File: config.mk
export PLATFORM = sky130hd
export DESIGN_NAME = dwc_device_flat
export DESIGN_NICKNAME = d
export VERILOG_FILES = /design/src/include/dwc_pkg.sv /design/src/include/dwc_if.sv /design/src/hdl/dwc_crc16.sv /design/src/hdl/dwc_device.sv /design/src/flat_wrapper.sv
export SDC_FILE = /design/constraint.sdc
export NUM_CORES = 1
export LEC_CHECK = 0
export ABC_AREA = 1
export BUFFER_PORTS_ARGS = -buffer_cell sky130_fd_sc_hd__buf_2
export CAP_MARGIN = 20
export CORE_UTILIZATION = 31
export CTS_CLUSTER_DIAMETER = 150
export DETAILED_ROUTE_END_ITERATION = 10
export GPL_ROUTABILITY_DRIVEN = 1
export PLACE_DENSITY = 0.49
export RECOVER_POWER = 50
export SETUP_SLACK_MARGIN = 0.02
export SYNTH_ARGS = -nofsm -noshare
export SYNTH_HDL_FRONTEND = slang
export SYNTH_SLANG_ARGS = --single-unit
File: constraint.sdc
create_clock -name i_clk -period 2.23 [get_ports i_clk]
set_clock_uncertainty 0.15 [all_clocks]
set_input_delay 0.3345 -clock i_clk [delete_from_list [all_inputs] [get_ports i_clk]]
set_output_delay 0.3345 -clock i_clk [all_outputs]
set_load 0.1 [all_outputs]
File: src/include/dwc_pkg.sv
// Shared constants and types for the disk write command engine
package dwc_pkg;

    typedef logic [15:0] dwc_word_type;
    typedef logic [7:0]  dwc_byte_type;

    // ****************************************
    // Task-file and host status word offsets
    // ****************************************
    localparam logic [9:0] TF_DATA_OFS     = 10'h1F0;
    localparam logic [9:0] TF_FAULT_OFS    = 10'h1F1;
    localparam logic [9:0] TF_COUNT_OFS    = 10'h1F2;
    localparam logic [9:0] TF_SNUM_OFS     = 10'h1F3;
    localparam logic [9:0] TF_CYL_LO_OFS   = 10'h1F4;
    localparam logic [9:0] TF_CYL_HI_OFS   = 10'h1F5;
    localparam logic [9:0] TF_DEV_HEAD_OFS = 10'h1F6;
    localparam logic [9:0] TF_CMD_OFS      = 10'h1F7;
    localparam logic [9:0] HOST_STATUS_OFS = 10'h1F8;

    // ****************************************
    // Command codes and register fields
    // ****************************************
    localparam dwc_byte_type CMD_WRITE_SEC   = 8'h30;
    localparam dwc_byte_type CMD_WRITE_MULTI = 8'hC5;
    localparam dwc_byte_type CMD_SET_MULTI   = 8'hC6;
    localparam int           CMD_RETRY_BIT   = 0;
    localparam int           ST_BSY          = 7;
    localparam int           ST_DRDY         = 6;
    localparam int           ST_DSC          = 4;
    localparam int           ST_DRQ          = 3;
    localparam int           ST_ERR          = 0;
    localparam dwc_byte_type FAULT_ABORT     = 8'h04;
    localparam int           DH_LBA_BIT      = 6;
    localparam int           HST_INTRQ_BIT   = 0;
    localparam int           HST_REFUSED_BIT = 1;
    localparam logic [8:0]   MAX_SECTORS     = 9'h100;
    localparam dwc_word_type CRC_POLY        = 16'h1021;
    localparam dwc_word_type CRC_INIT        = 16'hFFFF;
    localparam logic [1:0]   HTRANS_NONSEQ   = 2'h2;

    // ****************************************
    // State encodings
    // ****************************************
    typedef enum logic [2:0] {
        DS_IDLE, DS_SEEK, DS_SEEK_WAIT, DS_DATA, DS_CRC, DS_ECC, DS_COMMIT, DS_WAIT
    } dwc_dev_state_type;

    typedef enum logic [2:0] {
        HS_IDLE, HS_LATCH, HS_STROBE, HS_CAPTURE, HS_RESP
    } dwc_host_state_type;

endpackage

File: src/include/dwc_if.sv
// Task-file link between the host controller and the drive
`timescale 1ns/10ps
interface dwc_if;
    logic [2:0]            addr;
    logic                  wr;
    logic                  rd;
    dwc_pkg::dwc_word_type wdata;
    dwc_pkg::dwc_word_type rdata;
    logic                  iordy;
    logic                  intrq;

    modport dev  (input addr, wr, rd, wdata, output rdata, iordy, intrq);
    modport host (output addr, wr, rd, wdata, input rdata, iordy, intrq);
endinterface

File: src/hdl/dwc_crc16.sv
// Running CRC over the data words of one sector
`timescale 1ns/10ps
module dwc_crc16 (
    input  wire logic            i_clk,
    input  wire logic            i_resetn,
    input  wire logic            i_clear,
    input  wire logic            i_valid,
    input  dwc_pkg::dwc_word_type i_data,
    output dwc_pkg::dwc_word_type o_crc
);
    import dwc_pkg::*;

    typedef struct packed {
        dwc_word_type crc;
    } dwc_crc_regs_type;

    dwc_crc_regs_type crc_ff;
    dwc_crc_regs_type nxt_crc;

    always_comb begin
        dwc_word_type c;
        c = crc_ff.crc;
        nxt_crc = crc_ff;
        if (i_clear) begin
            nxt_crc.crc = CRC_INIT;
        end else if (i_valid) begin
            for (int i = 15; i >= 0; i--) begin
                c = {c[14:0], 1'b0} ^ ((c[15] ^ i_data[i]) ? CRC_POLY : 16'h0000);
            end
            nxt_crc.crc = c;
        end
    end

    always_ff @(posedge i_clk) begin
        if (!i_resetn) begin
            crc_ff <= '{crc: CRC_INIT};
        end else begin
            crc_ff <= nxt_crc;
        end
    end

    assign o_crc = crc_ff.crc;
endmodule

File: src/hdl/dwc_device.sv
// Drive end: task file and sector/multiple write command engine
//
// Functional notes
// - 0x30/0x31 write; bit0 set disables retry
// - Up to 256 sectors from count register
// - Start address from head, cylinder, sector
// - Seek first when off the target track
// - Record data, then CRC and ECC words
// - Success leaves last written sector address
// - Error stops at failing sector address
// - Error leaves untransferred sectors in count
// - 0xC5 writes whole blocks between interrupts
// - Multiple write interrupts once per block; the code interrupts at each block start and once more at completion
// - Data request set only at block start
// - Count register holds total sectors requested
// - Short counts allowed; host never sends zero
// - Remainder sectors go as final partial block
// - No block size set: abort command
// - Error stops mid-block, no further blocks
// - Interrupt whenever a block's data request rises
// - Host retries singly to locate failed sector
// - After error, drive select and fault valid
// - Host sets block size before multiple write
//
// Added by the designer: the AHB-Lite slave port.
`timescale 1ns/10ps
module dwc_device #(
    parameter int P_SECTOR_WORDS = 256,
    parameter int P_SECT_PER_TRK = 63,
    parameter int P_HEADS        = 16
) (
    input  wire logic             i_clk,
    input  wire logic             i_resetn,
    dwc_if.dev                    tf_bus,
    output logic                  o_med_wvalid,
    output dwc_pkg::dwc_word_type o_med_wdata,
    output logic                  o_med_commit,
    output logic [15:0]           o_med_cyl,
    output logic [3:0]            o_med_head,
    output dwc_pkg::dwc_byte_type o_med_sector,
    output logic                  o_med_lba_mode,
    output logic                  o_med_no_retry,
    input  wire logic             i_med_done,
    input  wire logic             i_med_error,
    input  dwc_pkg::dwc_byte_type i_med_fault,
    output logic                  o_seek_req,
    output logic [15:0]           o_seek_cyl,
    input  wire logic             i_seek_done
);
    import dwc_pkg::*;

    localparam int WCW = $clog2(P_SECTOR_WORDS);

    // ****************************************
    // State
    // ****************************************
    typedef struct packed {
        dwc_dev_state_type st;
        dwc_byte_type      fault;
        dwc_byte_type      count;
        dwc_byte_type      snum;
        dwc_byte_type      cyl_lo;
        dwc_byte_type      cyl_hi;
        dwc_byte_type      dev_head;
        logic              bsy;
        logic              drq;
        logic              err;
        logic              intrq;
        logic              iordy;
        logic              multi;
        logic              no_retry;
        logic [8:0]        remaining;
        logic [8:0]        block_left;
        dwc_byte_type      block_size;
        logic [WCW-1:0]    word_cnt;
        logic [15:0]       cur_cyl;
        dwc_word_type      ecc;
        dwc_word_type      rdata;
        dwc_word_type      med_wdata;
        logic              med_wvalid;
        logic              commit;
        logic              seek_req;
    } dwc_dev_regs_type;

    dwc_dev_regs_type dev_ff;
    dwc_dev_regs_type nxt_dev;
    logic             crc_clear;
    logic             crc_valid;
    dwc_word_type     crc_val;

    dwc_crc16 u_crc (
        .i_clk    (i_clk),
        .i_resetn (i_resetn),
        .i_clear  (crc_clear),
        .i_valid  (crc_valid),
        .i_data   (tf_bus.wdata),
        .o_crc    (crc_val)
    );

    // Packed as {head, cyl_hi, cyl_lo, sector}, which is also the LBA order
    function automatic logic [27:0] next_addr(input logic [27:0] a, input logic lba);
        logic [3:0]  head;
        logic [15:0] cyl;
        logic [7:0]  sn;
        head = a[27:24];
        cyl  = a[23:8];
        sn   = a[7:0];
        if (lba) begin
            return a + 28'h0000001;
        end
        if (sn == 8'(P_SECT_PER_TRK)) begin
            sn = 8'h01;
            if (head == 4'(P_HEADS - 1)) begin
                head = 4'h0;
                cyl  = cyl + 16'h0001;
            end else begin
                head = head + 4'h1;
            end
        end else begin
            sn = sn + 8'h01;
        end
        return {head, cyl, sn};
    endfunction

    // ****************************************
    // Next-state logic
    // ****************************************
    always_comb begin
        dwc_byte_type status;
        logic [27:0]  addr;
        logic         cmd_wr;
        logic         data_wr;
        status  = '0;
        addr    = {dev_ff.dev_head[3:0], dev_ff.cyl_hi, dev_ff.cyl_lo, dev_ff.snum};
        cmd_wr  = tf_bus.wr && (tf_bus.addr == TF_CMD_OFS[2:0]);
        data_wr = tf_bus.wr && (tf_bus.addr == TF_DATA_OFS[2:0])
                  && (dev_ff.st == DS_DATA) && dev_ff.iordy;
        nxt_dev = dev_ff;
        nxt_dev.med_wvalid = 1'b0;
        nxt_dev.commit     = 1'b0;
        nxt_dev.seek_req   = 1'b0;
        crc_clear = 1'b0;
        crc_valid = 1'b0;

        status[ST_BSY]  = dev_ff.bsy;
        status[ST_DRDY] = 1'b1;
        status[ST_DSC]  = 1'b1;
        status[ST_DRQ]  = dev_ff.drq;
        status[ST_ERR]  = dev_ff.err;

        if (tf_bus.rd) begin
            case (tf_bus.addr)
                TF_FAULT_OFS[2:0]:    nxt_dev.rdata = {8'h00, dev_ff.fault};
                TF_COUNT_OFS[2:0]:    nxt_dev.rdata = {8'h00, dev_ff.count};
                TF_SNUM_OFS[2:0]:     nxt_dev.rdata = {8'h00, dev_ff.snum};
                TF_CYL_LO_OFS[2:0]:   nxt_dev.rdata = {8'h00, dev_ff.cyl_lo};
                TF_CYL_HI_OFS[2:0]:   nxt_dev.rdata = {8'h00, dev_ff.cyl_hi};
                TF_DEV_HEAD_OFS[2:0]: nxt_dev.rdata = {8'h00, dev_ff.dev_head};
                TF_CMD_OFS[2:0]: begin
                    nxt_dev.rdata = {8'h00, status};
                    nxt_dev.intrq = 1'b0;
                end
                default:              nxt_dev.rdata = 16'h0000;
            endcase
        end

        // Address/count registers are frozen while a command owns them
        if (tf_bus.wr && (dev_ff.st == DS_IDLE)) begin
            case (tf_bus.addr)
                TF_COUNT_OFS[2:0]:    nxt_dev.count    = tf_bus.wdata[7:0];
                TF_SNUM_OFS[2:0]:     nxt_dev.snum     = tf_bus.wdata[7:0];
                TF_CYL_LO_OFS[2:0]:   nxt_dev.cyl_lo   = tf_bus.wdata[7:0];
                TF_CYL_HI_OFS[2:0]:   nxt_dev.cyl_hi   = tf_bus.wdata[7:0];
                TF_DEV_HEAD_OFS[2:0]: nxt_dev.dev_head = tf_bus.wdata[7:0];
                default: ;
            endcase
        end

        case (dev_ff.st)
            DS_IDLE: begin
                if (cmd_wr) begin
                    nxt_dev.err      = 1'b0;
                    nxt_dev.fault    = 8'h00;
                    nxt_dev.no_retry = tf_bus.wdata[CMD_RETRY_BIT];
                    nxt_dev.remaining = (dev_ff.count == 8'h00) ? MAX_SECTORS
                                        : {1'b0, dev_ff.count};
                    nxt_dev.block_left = 9'h000;
                    if ((tf_bus.wdata[7:1] == CMD_WRITE_SEC[7:1])
                        || ((tf_bus.wdata[7:0] == CMD_WRITE_MULTI)
                            && (dev_ff.block_size != 8'h00))) begin
                        nxt_dev.multi = (tf_bus.wdata[7:0] == CMD_WRITE_MULTI);
                        nxt_dev.bsy   = 1'b1;
                        nxt_dev.st    = DS_SEEK;
                    end else if (tf_bus.wdata[7:0] == CMD_SET_MULTI) begin
                        // Zero count disables multiple mode
                        nxt_dev.block_size = dev_ff.count;
                        nxt_dev.intrq      = 1'b1;
                    end else begin
                        nxt_dev.err   = 1'b1;
                        nxt_dev.fault = FAULT_ABORT;
                        nxt_dev.intrq = 1'b1;
                    end
                end
            end
            DS_SEEK: begin
                if ({dev_ff.cyl_hi, dev_ff.cyl_lo} != dev_ff.cur_cyl) begin
                    nxt_dev.seek_req = 1'b1;
                    nxt_dev.st       = DS_SEEK_WAIT;
                end else begin
                    crc_clear      = 1'b1;
                    nxt_dev.ecc    = 16'h0000;
                    nxt_dev.iordy  = 1'b1;
                    nxt_dev.word_cnt = '0;
                    nxt_dev.st     = DS_DATA;
                    if (dev_ff.block_left == 9'h000) begin
                        nxt_dev.block_left = (dev_ff.multi
                            && (dev_ff.remaining > {1'b0, dev_ff.block_size}))
                            ? {1'b0, dev_ff.block_size}
                            : (dev_ff.multi ? dev_ff.remaining : 9'h001);
                        nxt_dev.drq   = 1'b1;
                        nxt_dev.bsy   = 1'b0;
                        nxt_dev.intrq = 1'b1;
                    end
                end
            end
            DS_SEEK_WAIT: begin
                if (i_seek_done) begin
                    nxt_dev.cur_cyl = {dev_ff.cyl_hi, dev_ff.cyl_lo};
                    nxt_dev.st      = DS_SEEK;
                end
            end
            DS_DATA: begin
                if (data_wr) begin
                    crc_valid          = 1'b1;
                    nxt_dev.med_wvalid = 1'b1;
                    nxt_dev.med_wdata  = tf_bus.wdata;
                    nxt_dev.ecc        = dev_ff.ecc ^ tf_bus.wdata;
                    nxt_dev.word_cnt   = dev_ff.word_cnt + WCW'(1);
                    if (dev_ff.word_cnt == WCW'(P_SECTOR_WORDS - 1)) begin
                        nxt_dev.iordy = 1'b0;
                        nxt_dev.st    = DS_CRC;
                        if (dev_ff.block_left == 9'h001) begin
                            nxt_dev.drq = 1'b0;
                            nxt_dev.bsy = 1'b1;
                        end
                    end
                end
            end
            DS_CRC: begin
                nxt_dev.med_wvalid = 1'b1;
                nxt_dev.med_wdata  = crc_val;
                nxt_dev.st         = DS_ECC;
            end
            DS_ECC: begin
                nxt_dev.med_wvalid = 1'b1;
                nxt_dev.med_wdata  = dev_ff.ecc;
                nxt_dev.st         = DS_COMMIT;
            end
            DS_COMMIT: begin
                nxt_dev.commit = 1'b1;
                nxt_dev.st     = DS_WAIT;
            end
            DS_WAIT: begin
                if (i_med_done) begin
                    if (i_med_error || (dev_ff.remaining == 9'h001)) begin
                        // Error keeps the failing address; no further block
                        nxt_dev.err   = i_med_error;
                        nxt_dev.fault = i_med_error ? i_med_fault : 8'h00;
                        nxt_dev.count = i_med_error ? dev_ff.remaining[7:0] : 8'h00;
                        nxt_dev.drq   = 1'b0;
                        nxt_dev.bsy   = 1'b0;
                        nxt_dev.intrq = 1'b1;
                        nxt_dev.block_left = 9'h000;
                        nxt_dev.st    = DS_IDLE;
                    end else begin
                        addr = next_addr(addr, dev_ff.dev_head[DH_LBA_BIT]);
                        nxt_dev.dev_head[3:0] = addr[27:24];
                        nxt_dev.cyl_hi     = addr[23:16];
                        nxt_dev.cyl_lo     = addr[15:8];
                        nxt_dev.snum       = addr[7:0];
                        nxt_dev.remaining  = dev_ff.remaining - 9'h001;
                        nxt_dev.block_left = dev_ff.block_left - 9'h001;
                        nxt_dev.st         = DS_SEEK;
                    end
                end
            end
            default: nxt_dev.st = DS_IDLE;
        endcase
    end

    always_ff @(posedge i_clk) begin
        if (!i_resetn) begin
            dev_ff <= '0;
        end else begin
            dev_ff <= nxt_dev;
        end
    end

    assign tf_bus.rdata   = dev_ff.rdata;
    assign tf_bus.iordy   = dev_ff.iordy;
    assign tf_bus.intrq   = dev_ff.intrq;
    assign o_med_wvalid   = dev_ff.med_wvalid;
    assign o_med_wdata    = dev_ff.med_wdata;
    assign o_med_commit   = dev_ff.commit;
    assign o_med_cyl      = {dev_ff.cyl_hi, dev_ff.cyl_lo};
    assign o_med_head     = dev_ff.dev_head[3:0];
    assign o_med_sector   = dev_ff.snum;
    assign o_med_lba_mode = dev_ff.dev_head[DH_LBA_BIT];
    assign o_med_no_retry = dev_ff.no_retry;
    assign o_seek_req     = dev_ff.seek_req;
    assign o_seek_cyl     = {dev_ff.cyl_hi, dev_ff.cyl_lo};
endmodule

File: src/flat_wrapper.sv
// flat-port wrapper written by rule: the top's interface ports become plain ports
module dwc_device_flat import dwc_pkg::*;
#(
    parameter int P_SECTOR_WORDS = 256,
    parameter int P_SECT_PER_TRK = 63,
    parameter int P_HEADS        = 16
)
  (i_clk, i_resetn, o_med_wvalid, o_med_wdata, o_med_commit, o_med_cyl, o_med_head, o_med_sector, o_med_lba_mode, o_med_no_retry, i_med_done, i_med_error, i_med_fault, o_seek_req, o_seek_cyl, i_seek_done, tf_bus_addr, tf_bus_wr, tf_bus_rd, tf_bus_wdata, tf_bus_rdata, tf_bus_iordy, tf_bus_intrq);
  dwc_if tf_bus_i ();
  input  wire logic i_clk;
  input  wire logic i_resetn;
  output logic o_med_wvalid;
  output dwc_pkg::dwc_word_type o_med_wdata;
  output logic o_med_commit;
  output logic [15:0] o_med_cyl;
  output logic [3:0] o_med_head;
  output dwc_pkg::dwc_byte_type o_med_sector;
  output logic o_med_lba_mode;
  output logic o_med_no_retry;
  input  wire logic i_med_done;
  input  wire logic i_med_error;
  input  dwc_pkg::dwc_byte_type i_med_fault;
  output logic o_seek_req;
  output logic [15:0] o_seek_cyl;
  input  wire logic i_seek_done;
  input wire logic [$bits(tf_bus_i.addr)-1:0] tf_bus_addr;
  input wire logic [$bits(tf_bus_i.wr)-1:0] tf_bus_wr;
  input wire logic [$bits(tf_bus_i.rd)-1:0] tf_bus_rd;
  input wire logic [$bits(tf_bus_i.wdata)-1:0] tf_bus_wdata;
  output wire logic [$bits(tf_bus_i.rdata)-1:0] tf_bus_rdata;
  output wire logic [$bits(tf_bus_i.iordy)-1:0] tf_bus_iordy;
  output wire logic [$bits(tf_bus_i.intrq)-1:0] tf_bus_intrq;
  assign tf_bus_i.addr = tf_bus_addr;
  assign tf_bus_i.wr = tf_bus_wr;
  assign tf_bus_i.rd = tf_bus_rd;
  assign tf_bus_i.wdata = tf_bus_wdata;
  assign tf_bus_rdata = tf_bus_i.rdata;
  assign tf_bus_iordy = tf_bus_i.iordy;
  assign tf_bus_intrq = tf_bus_i.intrq;
  dwc_device #(.P_SECTOR_WORDS(P_SECTOR_WORDS), .P_SECT_PER_TRK(P_SECT_PER_TRK), .P_HEADS(P_HEADS)) u_core (.i_clk(i_clk), .i_resetn(i_resetn), .tf_bus(tf_bus_i), .o_med_wvalid(o_med_wvalid), .o_med_wdata(o_med_wdata), .o_med_commit(o_med_commit), .o_med_cyl(o_med_cyl), .o_med_head(o_med_head), .o_med_sector(o_med_sector), .o_med_lba_mode(o_med_lba_mode), .o_med_no_retry(o_med_no_retry), .i_med_done(i_med_done), .i_med_error(i_med_error), .i_med_fault(i_med_fault), .o_seek_req(o_seek_req), .o_seek_cyl(o_seek_cyl), .i_seek_done(i_seek_done));
endmodule
; ---- Word-level counts from Yosys, hierarchy flattened
; Index checks and enable logic that the tools add are counted.
[word_totals]
regBits = 175
latch_bits = 0
mem_bits_rw = 0
romBits = 0
input_bits = 34
wordCells = 246
mem_count = 0
[classes]
addsub = 7
n_mul = 0
div_mod_pow = 0
magnitude_cmp = 1
n_eq_ne = 36
n_shift = 0
n_mux = 103
bitwise = 35
n_reduce_logical = 37
[op_table]
columns = cell, n
row1 = $xor 16x13->16, 16
row2 = $mux 13, 16
row3 = $mux 8, 14
row4 = $mux 16, 5
row5 = $mux 9, 7
row6 = $mux 28, 2
row7 = $pmux 8 s7, 1
row8 = $pmux 17 s3, 1
row9 = $mux 43, 1
row10 = $mux 40, 1
row11 = $mux 32, 1
row12 = $pmux 16 s2, 1
row13 = $pmux 8 s2, 2
row14 = $add 28x1->28 const B, 1
row15 = $pmux 9 s3, 1
row16 = $mux 26, 1
row17 = $eq 3x3->1 const B, 8
row18 = $eq 8x8->1 const B, 3
row19 = $mux 24, 1
row20 = $pmux 3 s8, 1
row21 = $mux 1, 20
row22 = $mux 4, 5
row23 = $eq 9x1->1 const B, 2
row24 = $mux 18, 1
row25 = other kinds (42), 107

; ---- Depth between registers and ports, before layout
; Gate-level depths: netlist of run 1.
[depth]
ltp_word = 48
ltp_mapped = 14
ltp_nobuf = 14

; ---- Modules after synthesis
; From an unflattened synthesis of run 1, not the netlist that was laid out.
[hier_totals]
hier_cells = 1712
hier_area_um2 = 11001.8
[by_module_without_submodules]
columns = module, n_inst, cells_each, area_per_inst_um2, seq_area_each_um2
row1 = dwc_device, 1, 1500, 9685.5, 3022.9
row2 = dwc_crc16, 1, 212, 1316.3, 320.3

; ---- Worst setup path after synthesis of run 1
; Ideal clock, no wire load.
[synth_path]
path_kind = register -> register
from = reg u_core.dev_ff (netlist bit u_core.o_med_lba_mode)
to = reg u_core.dev_ff (netlist bit u_core.o_med_cyl[8])
setup_time_ps = 115
t_arrival_ps = 2017
required_time_ps = 1965
path_slack_ps = -52
stages_incl_launch_ff = 9
n_path_buf = 1
period_less_slack_ps = 2282
cell_sequence = dfxtp_1 -> inv_1 -> nand2_1 -> inv_1 -> a21oi_2 -> buf_4 -> nand2_1 -> nand2_1 -> nor2_1
[synth_via]
elab_chain_len = 8
elab_cells_between_ends = 11
classes_between = eq/ne: 2 / mux: 8 / reduce/logical: 1
[synth_lines]
columns = element, line
row1 = from (decl), dwc_device.sv:85  ; dwc_dev_regs_type dev_ff;
row2 = from (signal assigned), dwc_device.sv:295  ; dev_ff <= nxt_dev;
row3 = $mux 1 (*), dwc_device.sv:108  ; if (lba) begin
row4 = $mux 1 (*), dwc_device.sv:265  ; if (i_med_error || (dev_ff.remaining == 9'h001)) begin
row5 = $mux 1 (*), dwc_device.sv:264  ; if (i_med_done) begin
row6 = $mux 1 (*), dwc_device.sv:179  ; case (dev_ff.st)
row7 = $mux 28, dwc_device.sv:111  ; if (sn == 8'(P_SECT_PER_TRK)) begin
row8 = $mux 24, dwc_device.sv:265
row9 = $mux 43, dwc_device.sv:264
row10 = $mux 32, dwc_device.sv:179
; Mark *: on every way between the ends. The rest lies on a longest branch, timed or not. The select of a mux whose other input is x is not followed.
; A chain may end at the register's enable or synchronous reset.

; ---- Final worst setup path of run 1
[layout_path]
from = reg u_core.dev_ff[158] in the netlist's numbering
to = reg u_core.dev_ff (netlist bit u_core.o_med_head[1])
[layout_via]
elab_chain_len = 6
elab_cells_between_ends = 8
classes_between = eq/ne: 2 / mux: 4 / reduce/logical: 2
[layout_lines]
columns = element, line
row1 = $logic_not 3->1, dwc_device.sv:168  ; if (tf_bus.wr && (dev_ff.st == DS_IDLE)) begin
row2 = $logic_and 1x1->1, dwc_device.sv:168
row3 = $mux 40, dwc_device.sv:168
row4 = $mux 4, dwc_device.sv:265
row5 = $mux 8, dwc_device.sv:264
row6 = $mux 4, dwc_device.sv:179
; Parallel ways exist; a longest one is shown, timed or not. The select of a mux whose other input is x is not followed.

==> flow_summary_export.csv, run 1 <==
group,metric,value,unit
timing,relSlewSlack,52.2,%
timing,max_freq,478,MHz
global_routing,overflow,0,
power_and_ir_drop,p_leak,5.60,nW
worst_setup_path,cp-end-kind,"register",
die,fp.dieH,190,um
job,maxCapViolCount,0,
worst_setup_path,r2r-end,"u_core.o_med_head[1]",
synthesis,async_reset_ff_share,0,%
die,initial_utilization,31.7,%
cells_and_area,area_growth,17.1,%
timing,hold_violations,0,
cells_and_area,nFillCells,3786,
die,num_io_pins,117,
cells_and_area,num_antenna_cells,0,
global_routing,grt_start_max_net_pins,44,
synthesis,ys_ff_latch,167,
place,dp.cells,2244,
min_path,hold_class,"in2reg",
clocking,clkSinkCount,167,
global_routing,antenna_found_initial,0,
synthesis,synth_cell_types,49,
synthesis,synth.cell_area,0.0110,sq mm
cells_and_area,design_area,0.0129,sq mm
clocking,htree_num_levels,4,
timing,maxSlewViolCount,0,
min_path,min_to,"u_core.dev_ff[148]",
worst_setup_path,crit_type,"reg2reg",
min_path,hp-start,"i_med_fault[0]",
cells_and_area,multi_input_area,0.00611,sq mm
synthesis,synth_top_area_share,30.4,%
synthesis,synth_edf_count,0,
drt,routed-via-count,11200,
synthesis,syn_inst,1709,
cells_and_area,layout.nets,1866,
timing,finalCritPeriodShare,93.8,%
place,io_buffers,108,
synthesis,ys.flop_type,"dfxtp_1",
cells_and_area,seqCellArea,0.00335,sq mm
power_and_ir_drop,ir_worst_vdd,0.584,mV
worst_setup_path,critPathLaunchType,"register",
global_routing,grt_first_pass_wirelength,59700,um
global_routing,grt_pass1_vias,10500,
drt,ant_nets,0,
place,pre_cts_ws,0.0400,ns
power_and_ir_drop,power_density,579,mW/mm^2
worst_setup_path,r2r_setup_slack,0.14,ns
worst_setup_path,worstPathMaxFanout,9,
timing,fin_crit,2.09,ns
synthesis,synth.avg_cell_area,6.43,sq um
worst_setup_path,reg2regPathDepth,11,
timing,hold_slack,0.0141,ns
cells_and_area,postLayoutCoreUtil,37.1,%
synthesis,yosysTopAreaCell,"dfxtp_1",
die,die_w,190,um
timing,tightest_slew,0.711,ns
clocking,clk_pin_slew,0.07,ns
timing,grt_setup_unrepaired,"true",
timing,setup_ws,0.139,ns
drt,wl,38300,um
outcome,status,"finished clean",
clocking,numCtsBuffers,17,
worst_setup_path,worst-endpoint-required,2.40,ns
min_path,whs_path_depth,3,
place,place_area,0.0121,sq mm
worst_setup_path,cp.arrival,2.26,ns
drt,drt_drc_violations_left,0,
global_routing,grt_use_total,21.5,%
cells_and_area,stdcell_count,2284,
cells_and_area,drive_gt1_share,18.2,%
synthesis,synth_common_cells,"nand2_1 (466), dfxtp_1 (167), inv_1 (162)",
worst_setup_path,r2r-start,"u_core.dev_ff[158]",
timing,setup_violations,0,
synthesis,seq_area_frac_synth,30.4,%
synthesis,synth_area_leaders,"dfxtp_1 (30%), nand2_1 (16%), a21oi_1 (6.4%)",
clocking,clk_path_buf_depth,2,
drt,wl_per_cell,16.8,um
power_and_ir_drop,fin_total_pwr,7.45,mW
place,hpwl,28900,um
place,place_congestion,0.905,
synthesis,synth_warnings,0,
die,fp-row-count,68,
die,dieArea,0.0362,sq mm
drt,viasPerCell,4.92,
timing,tns,0,ns
drt,drt_iter0_drc,789,
drt,dr.pass1.iters,5,
clocking,ctsRootBufferMaster,"clkbuf_16",
synthesis,synthMostInstantiatedCell,"nand2_1",
clocking,clock_latency,0.46,ns
die,core,0.0347,sq mm
clocking,cts_tree,"done",
==> layout by cell type (no fill, tap or decap), drive strengths merged, types with 4 or more instances in the layout <==
cell,Yosys,routed
clkinv,2,6
dfxtp,167,167
o2111ai,4,4
o22ai,10,10
nor2,169,169
clkbuf,40,92
inv,179,183
o211ai,20,20
a21oi,146,146
nand4,23,23
bufinv,0,4
a31oi,4,4
nor3,22,22
o221ai,12,12
ha,16,16
a221oi,8,8
xnor2,18,18
buf,107,151
conb,1,8
o21ai,126,126
nand3b,9,9
nand2,472,472
nand3,112,112
xor2,29,29
dlygate4sd3,0,4
==> registers in the layout (all words and copies together), names as in the netlist <==
register and flops:
u_core.dev_ff 92, u_core.o_med_commit 1, u_core.o_med_cyl 16, u_core.o_med_head 4, u_core.o_med_lba_mode 1, u_core.o_med_no_retry 1
u_core.o_med_sector 8, u_core.o_med_wdata 16, u_core.o_med_wvalid 1, u_core.o_seek_req 1, u_core.tf_bus.intrq 1, u_core.tf_bus.iordy 1
u_core.tf_bus.rdata 8, u_core.u_crc.o_crc 16
==> worst max path at each step <==
| stage | start | endpoint | slack [ns] | depth (start not counted) |
|---|---|---|---|---|
| 2_1_floorplan | u_core.o_med_sector[0] | u_core.o_med_cyl[8] | 0.29 | 11 |
| 3_3_place_gp | u_core.dev_ff[158] | u_core.o_med_cyl[9] | 0.03 | 11 |
| 3_5_place_dp | tf_bus_addr[0] | u_core.dev_ff[45] | 0.04 | 11 |
| 4_1_cts | u_core.o_med_cyl[0] | u_core.dev_ff[45] | 0.04 | 13 |
| 5_1_grt | u_core.o_med_sector[1] | u_core.o_med_head[2] | 0.01 | 11 |
| 6_report | u_core.dev_ff[158] | u_core.o_med_head[1] | 0.14 | 11 |
==> layer usage <==
| metal | up-vias | wire (um) | GRT usage [%] |
|---|---|---|---|
| li1 | 5695 | - | - |
| met1 | 5216 | 18300 | 29.1 |
| met2 | 271 | 17600 | 34.8 |
| met3 | 45 | 1580 | 3.07 |
| met4 | 0 | 860 | 6.89 |
| met5 | - | 0 | 0 |
==> worst max-delay path: stages (launching register included) <==
cell and delay, ns:
dfxtp_1 0.38, inv_2 0.19, nand3_2 0.11, nor2_2 0.22, inv_1 0.16, nor2_1 0.16, buf_4 0.18, nand2_1 0.06
o21ai_0 0.12, a21oi_2 0.08, o21ai_1 0.08, a21oi_1 0.07
==> final cells by class <==
type	count	share of cell area, %
inverters	181	5.34
multi-input cells	1221	47.5
well taps	455	4.42
clock buffers	19	3.44
flip-flops and latches	167	26.0
clock inverters	13	1.50
repair buffers	228	11.8
==> logic make-up (layout without fill, tap and decap cells) <==
logic type	Yosys count	count (layout)	synth area share, %
AND/OR/NAND/NOR	815	815	32.3
adder cells (fa/ha/maj)	16	16	1.82
XOR/XNOR	47	47	3.74
AO/OA/AOI/OAI	335	335	17.0
flip-flops	167	167	30.4
buffers and inverters	328	441	14.7
other	1	8	0.0341
==> timing repair <==
| item | in CTS | in global routing |
|---|---|---|
| endpoints found under the hold margin | 4 | 0 |
| endpoints found under the setup margin | 0 | 57 |
| setup buffers | 0 | 4 |
| resized for setup | 0 | 29 |
| hold buffers | 4 | 0 |
==> power breakdown <==
| part | internal (mW) | switching (mW) |
|---|---|---|
| clock network | 1.92 | 1.38 |
| registers | 3.02 | 0.0397 |
| logic | 0.273 | 0.819 |
| total | 5.21 | 2.24 |
Note: power is estimated with default switching activity, not from simulation.
==> inputs of run 2 (changes only) <==
CORE_ASPECT_RATIO = 0.9   (was unset)
==> run 2 against run 1 <==
Sequential power about the same. Routed wire length down 1.2%. Final cell count up 0.79%. Critical endpoint is now u_core.o_med_cyl[0]. Largest cell class unchanged. Largest power group unchanged.
==> flow_summary_export.csv, run 2 (synthesis results as in run 1) <==
group,metric,value,unit
outcome,status,"finished clean",
drt,dr.pass1.iters,5,
cells_and_area,final_common_cell,"nand2_1",
timing,hold_slack,0.0183,ns
cells_and_area,area_growth,17.4,%
die,dieArea,0.0362,sq mm
drt,wl_met1,18500,um
timing,grt_setup_unrepaired,"true",
cells_and_area,largest_register_ffs,92,
drt,wl_met3,1830,um
worst_setup_path,worst-endpoint-required,2.42,ns
worst_setup_path,r2r-end,"u_core.o_med_cyl[0]",
clocking,clkSinkCount,167,
die,fp-row-count,65,
worst_setup_path,cp_common_cell,"nand2_1",
place,hpwl,29200,um
drt,routed.top_layer,"met4",
worst_setup_path,r2r-start,"u_core.dev_ff[99]",
min_path,min_to,"u_core.o_med_wdata[13]",
min_path,hp-start,"tf_bus_wdata[13]",
min_path,whs_path_depth,3,
timing,hold_violations,0,
worst_setup_path,cp-end-kind,"register",
worst_setup_path,critPathLaunchType,"register",
die,core,0.0350,sq mm
drt,drt_iter0_drc,971,
worst_setup_path,reg2regPathDepth,13,
power_and_ir_drop,fin_total_pwr,7.44,mW
cells_and_area,drive_gt1_share,18.3,%
timing,max_freq,487,MHz
clocking,numCtsBuffers,17,
cells_and_area,seqCellArea,0.00336,sq mm
timing,finalCritPeriodShare,92.1,%
timing,maxSlewViolCount,0,
power_and_ir_drop,ir_worst_vdd,0.532,mV
drt,wl_per_cell,16.4,um
worst_setup_path,cp_slowest_stage_delay,0.38,ns
timing,tightest_slew,0.562,ns
power_and_ir_drop,p_int,5.11,mW
clocking,clk_path_buf_depth,2,
drt,routed-via-count,11300,
min_path,hold_class,"in2reg",
cells_and_area,num_antenna_cells,0,
cells_and_area,final_cell_mix,"nand2_1 (462), inv_1 (162), dfxtp_1 (157)",
timing,setup_ws,0.177,ns
clocking,cts_tree,"done",
clocking,htree_num_levels,4,
power_and_ir_drop,power_density,576,mW/mm^2
timing,setup_violations,0,
cells_and_area,top_register,"u_core.dev_ff",
worst_setup_path,slowest_stage,"dfxtp_1",
drt,drt_drc_violations_left,0,
global_routing,grt_first_pass_wirelength,59800,um
place,dp.cells,2259,
cells_and_area,design_area,0.0129,sq mm
drt,wl_met2,16800,um
die,die_w,201,um
worst_setup_path,cp.arrival,2.25,ns
power_and_ir_drop,seq_power_share,41.1,%
power_and_ir_drop,swShare,31.3,%
place,io_buffers,108,
drt,viasPerCell,4.90,
global_routing,grt_pass1_vias,10500,
place,place_area,0.0122,sq mm
power_and_ir_drop,p_clk_share,44.0,%
global_routing,overflow,0,
timing,relSlewSlack,62.7,%
cells_and_area,stdcell_count,2302,
die,initial_utilization,31.4,%
cells_and_area,multi_input_area,0.00611,sq mm
die,fp.dieH,181,um
cells_and_area,layout.nets,1870,
drt,wl,37900,um
power_and_ir_drop,combPwrFrac,14.9,%
cells_and_area,postLayoutCoreUtil,36.9,%
timing,tns,0,ns
worst_setup_path,worstPathMaxFanout,17,
timing,fin_crit,2.05,ns
clocking,clock_latency,0.45,ns
drt,ant_nets,0,
place,place_congestion,0.899,
worst_setup_path,crit_chain,"inv_1, nand2_1, nor2_1, nand3_2, nand2_4, nor2_8, inv_4, buf_4, nand2_1, o21ai_0, nand2_1, nand2_1, nor2_1",
worst_setup_path,r2r_setup_slack,0.18,ns
global_routing,grt_use_total,21.1,%
global_routing,antenna_found_initial,0,
power_and_ir_drop,p_leak,5.59,nW
cells_and_area,nFillCells,3844,
job,maxCapViolCount,0,
clocking,ctsRootBufferMaster,"clkbuf_16",
worst_setup_path,crit_type,"reg2reg",
place,pre_cts_ws,0.0488,ns
die,num_io_pins,117,
global_routing,grt_start_max_net_pins,38,
power_and_ir_drop,p_switching,2.33,mW
clocking,clk_pin_slew,0.08,ns
==> run 2: power groups by stage <==
| stage | clock network, mW | logic [mW] | registers, mW |
|---|---|---|---|
| floorplan | 0 | 0.777 | 3.13 |
| global placement | 0 | 1.08 | 3.12 |
| detailed placement | 0 | 1.08 | 3.12 |
| CTS | 3.36 | 1.10 | 3.05 |
| global route | 3.49 | 1.20 | 3.06 |
| finish | 3.28 | 1.11 | 3.06 |
==> run 2: critical path, delay by kind of cell (launching register included) <==
kind	cells	cell delay [ns]
AND/OR/NAND/NOR	9	0.80
buffers and inverters	3	0.53
flip-flops	1	0.38
AO/OA/AOI/OAI	1	0.08
==> run 2: metal layers <==
layer | up-vias | GRT usage, %
met3 | 40 | 3.85
met1 | 5243 | 29.6
met2 | 296 | 32.9
li1 | 5696 | -
met4 | 0 | 5.80
met5 | - | 0
==> run 2: how the worst max path moves through the flow <==
stage / startpoint / end / slack (ns) / cells after the start
6_report: u_core.dev_ff[99] / u_core.o_med_cyl[0] / 0.18 / 13
5_1_grt: u_core.o_med_cyl[7] / u_core.dev_ff[43] / 0.008 / 13
4_1_cts: u_core.dev_ff[93] / u_core.o_med_cyl[5] / 0.06 / 12
3_5_place_dp: u_core.dev_ff[98] / u_core.o_med_cyl[5] / 0.05 / 11
3_3_place_gp: u_core.dev_ff[98] / u_core.o_med_cyl[5] / 0.03 / 11
2_1_floorplan: u_core.o_med_sector[0] / u_core.o_med_cyl[8] / 0.29 / 11
==> run 2: final cells by class <==
cell class	count	share of cell area, %
timing repair buffer	232	11.9
clock buffer	17	3.29
sequential	167	26.0
clock inverter	15	1.60
tap	469	4.55
inverter	181	5.30
multi-input combinational	1221	47.4
==> run 2: repair_timing <==
item,CTS,global route
hold endpoints to repair,6,0
endpoints found under the setup margin,2,55
pin swaps,1,2
hold buffers,6,0
gates resized for setup,2,24
setup buffers,1,4
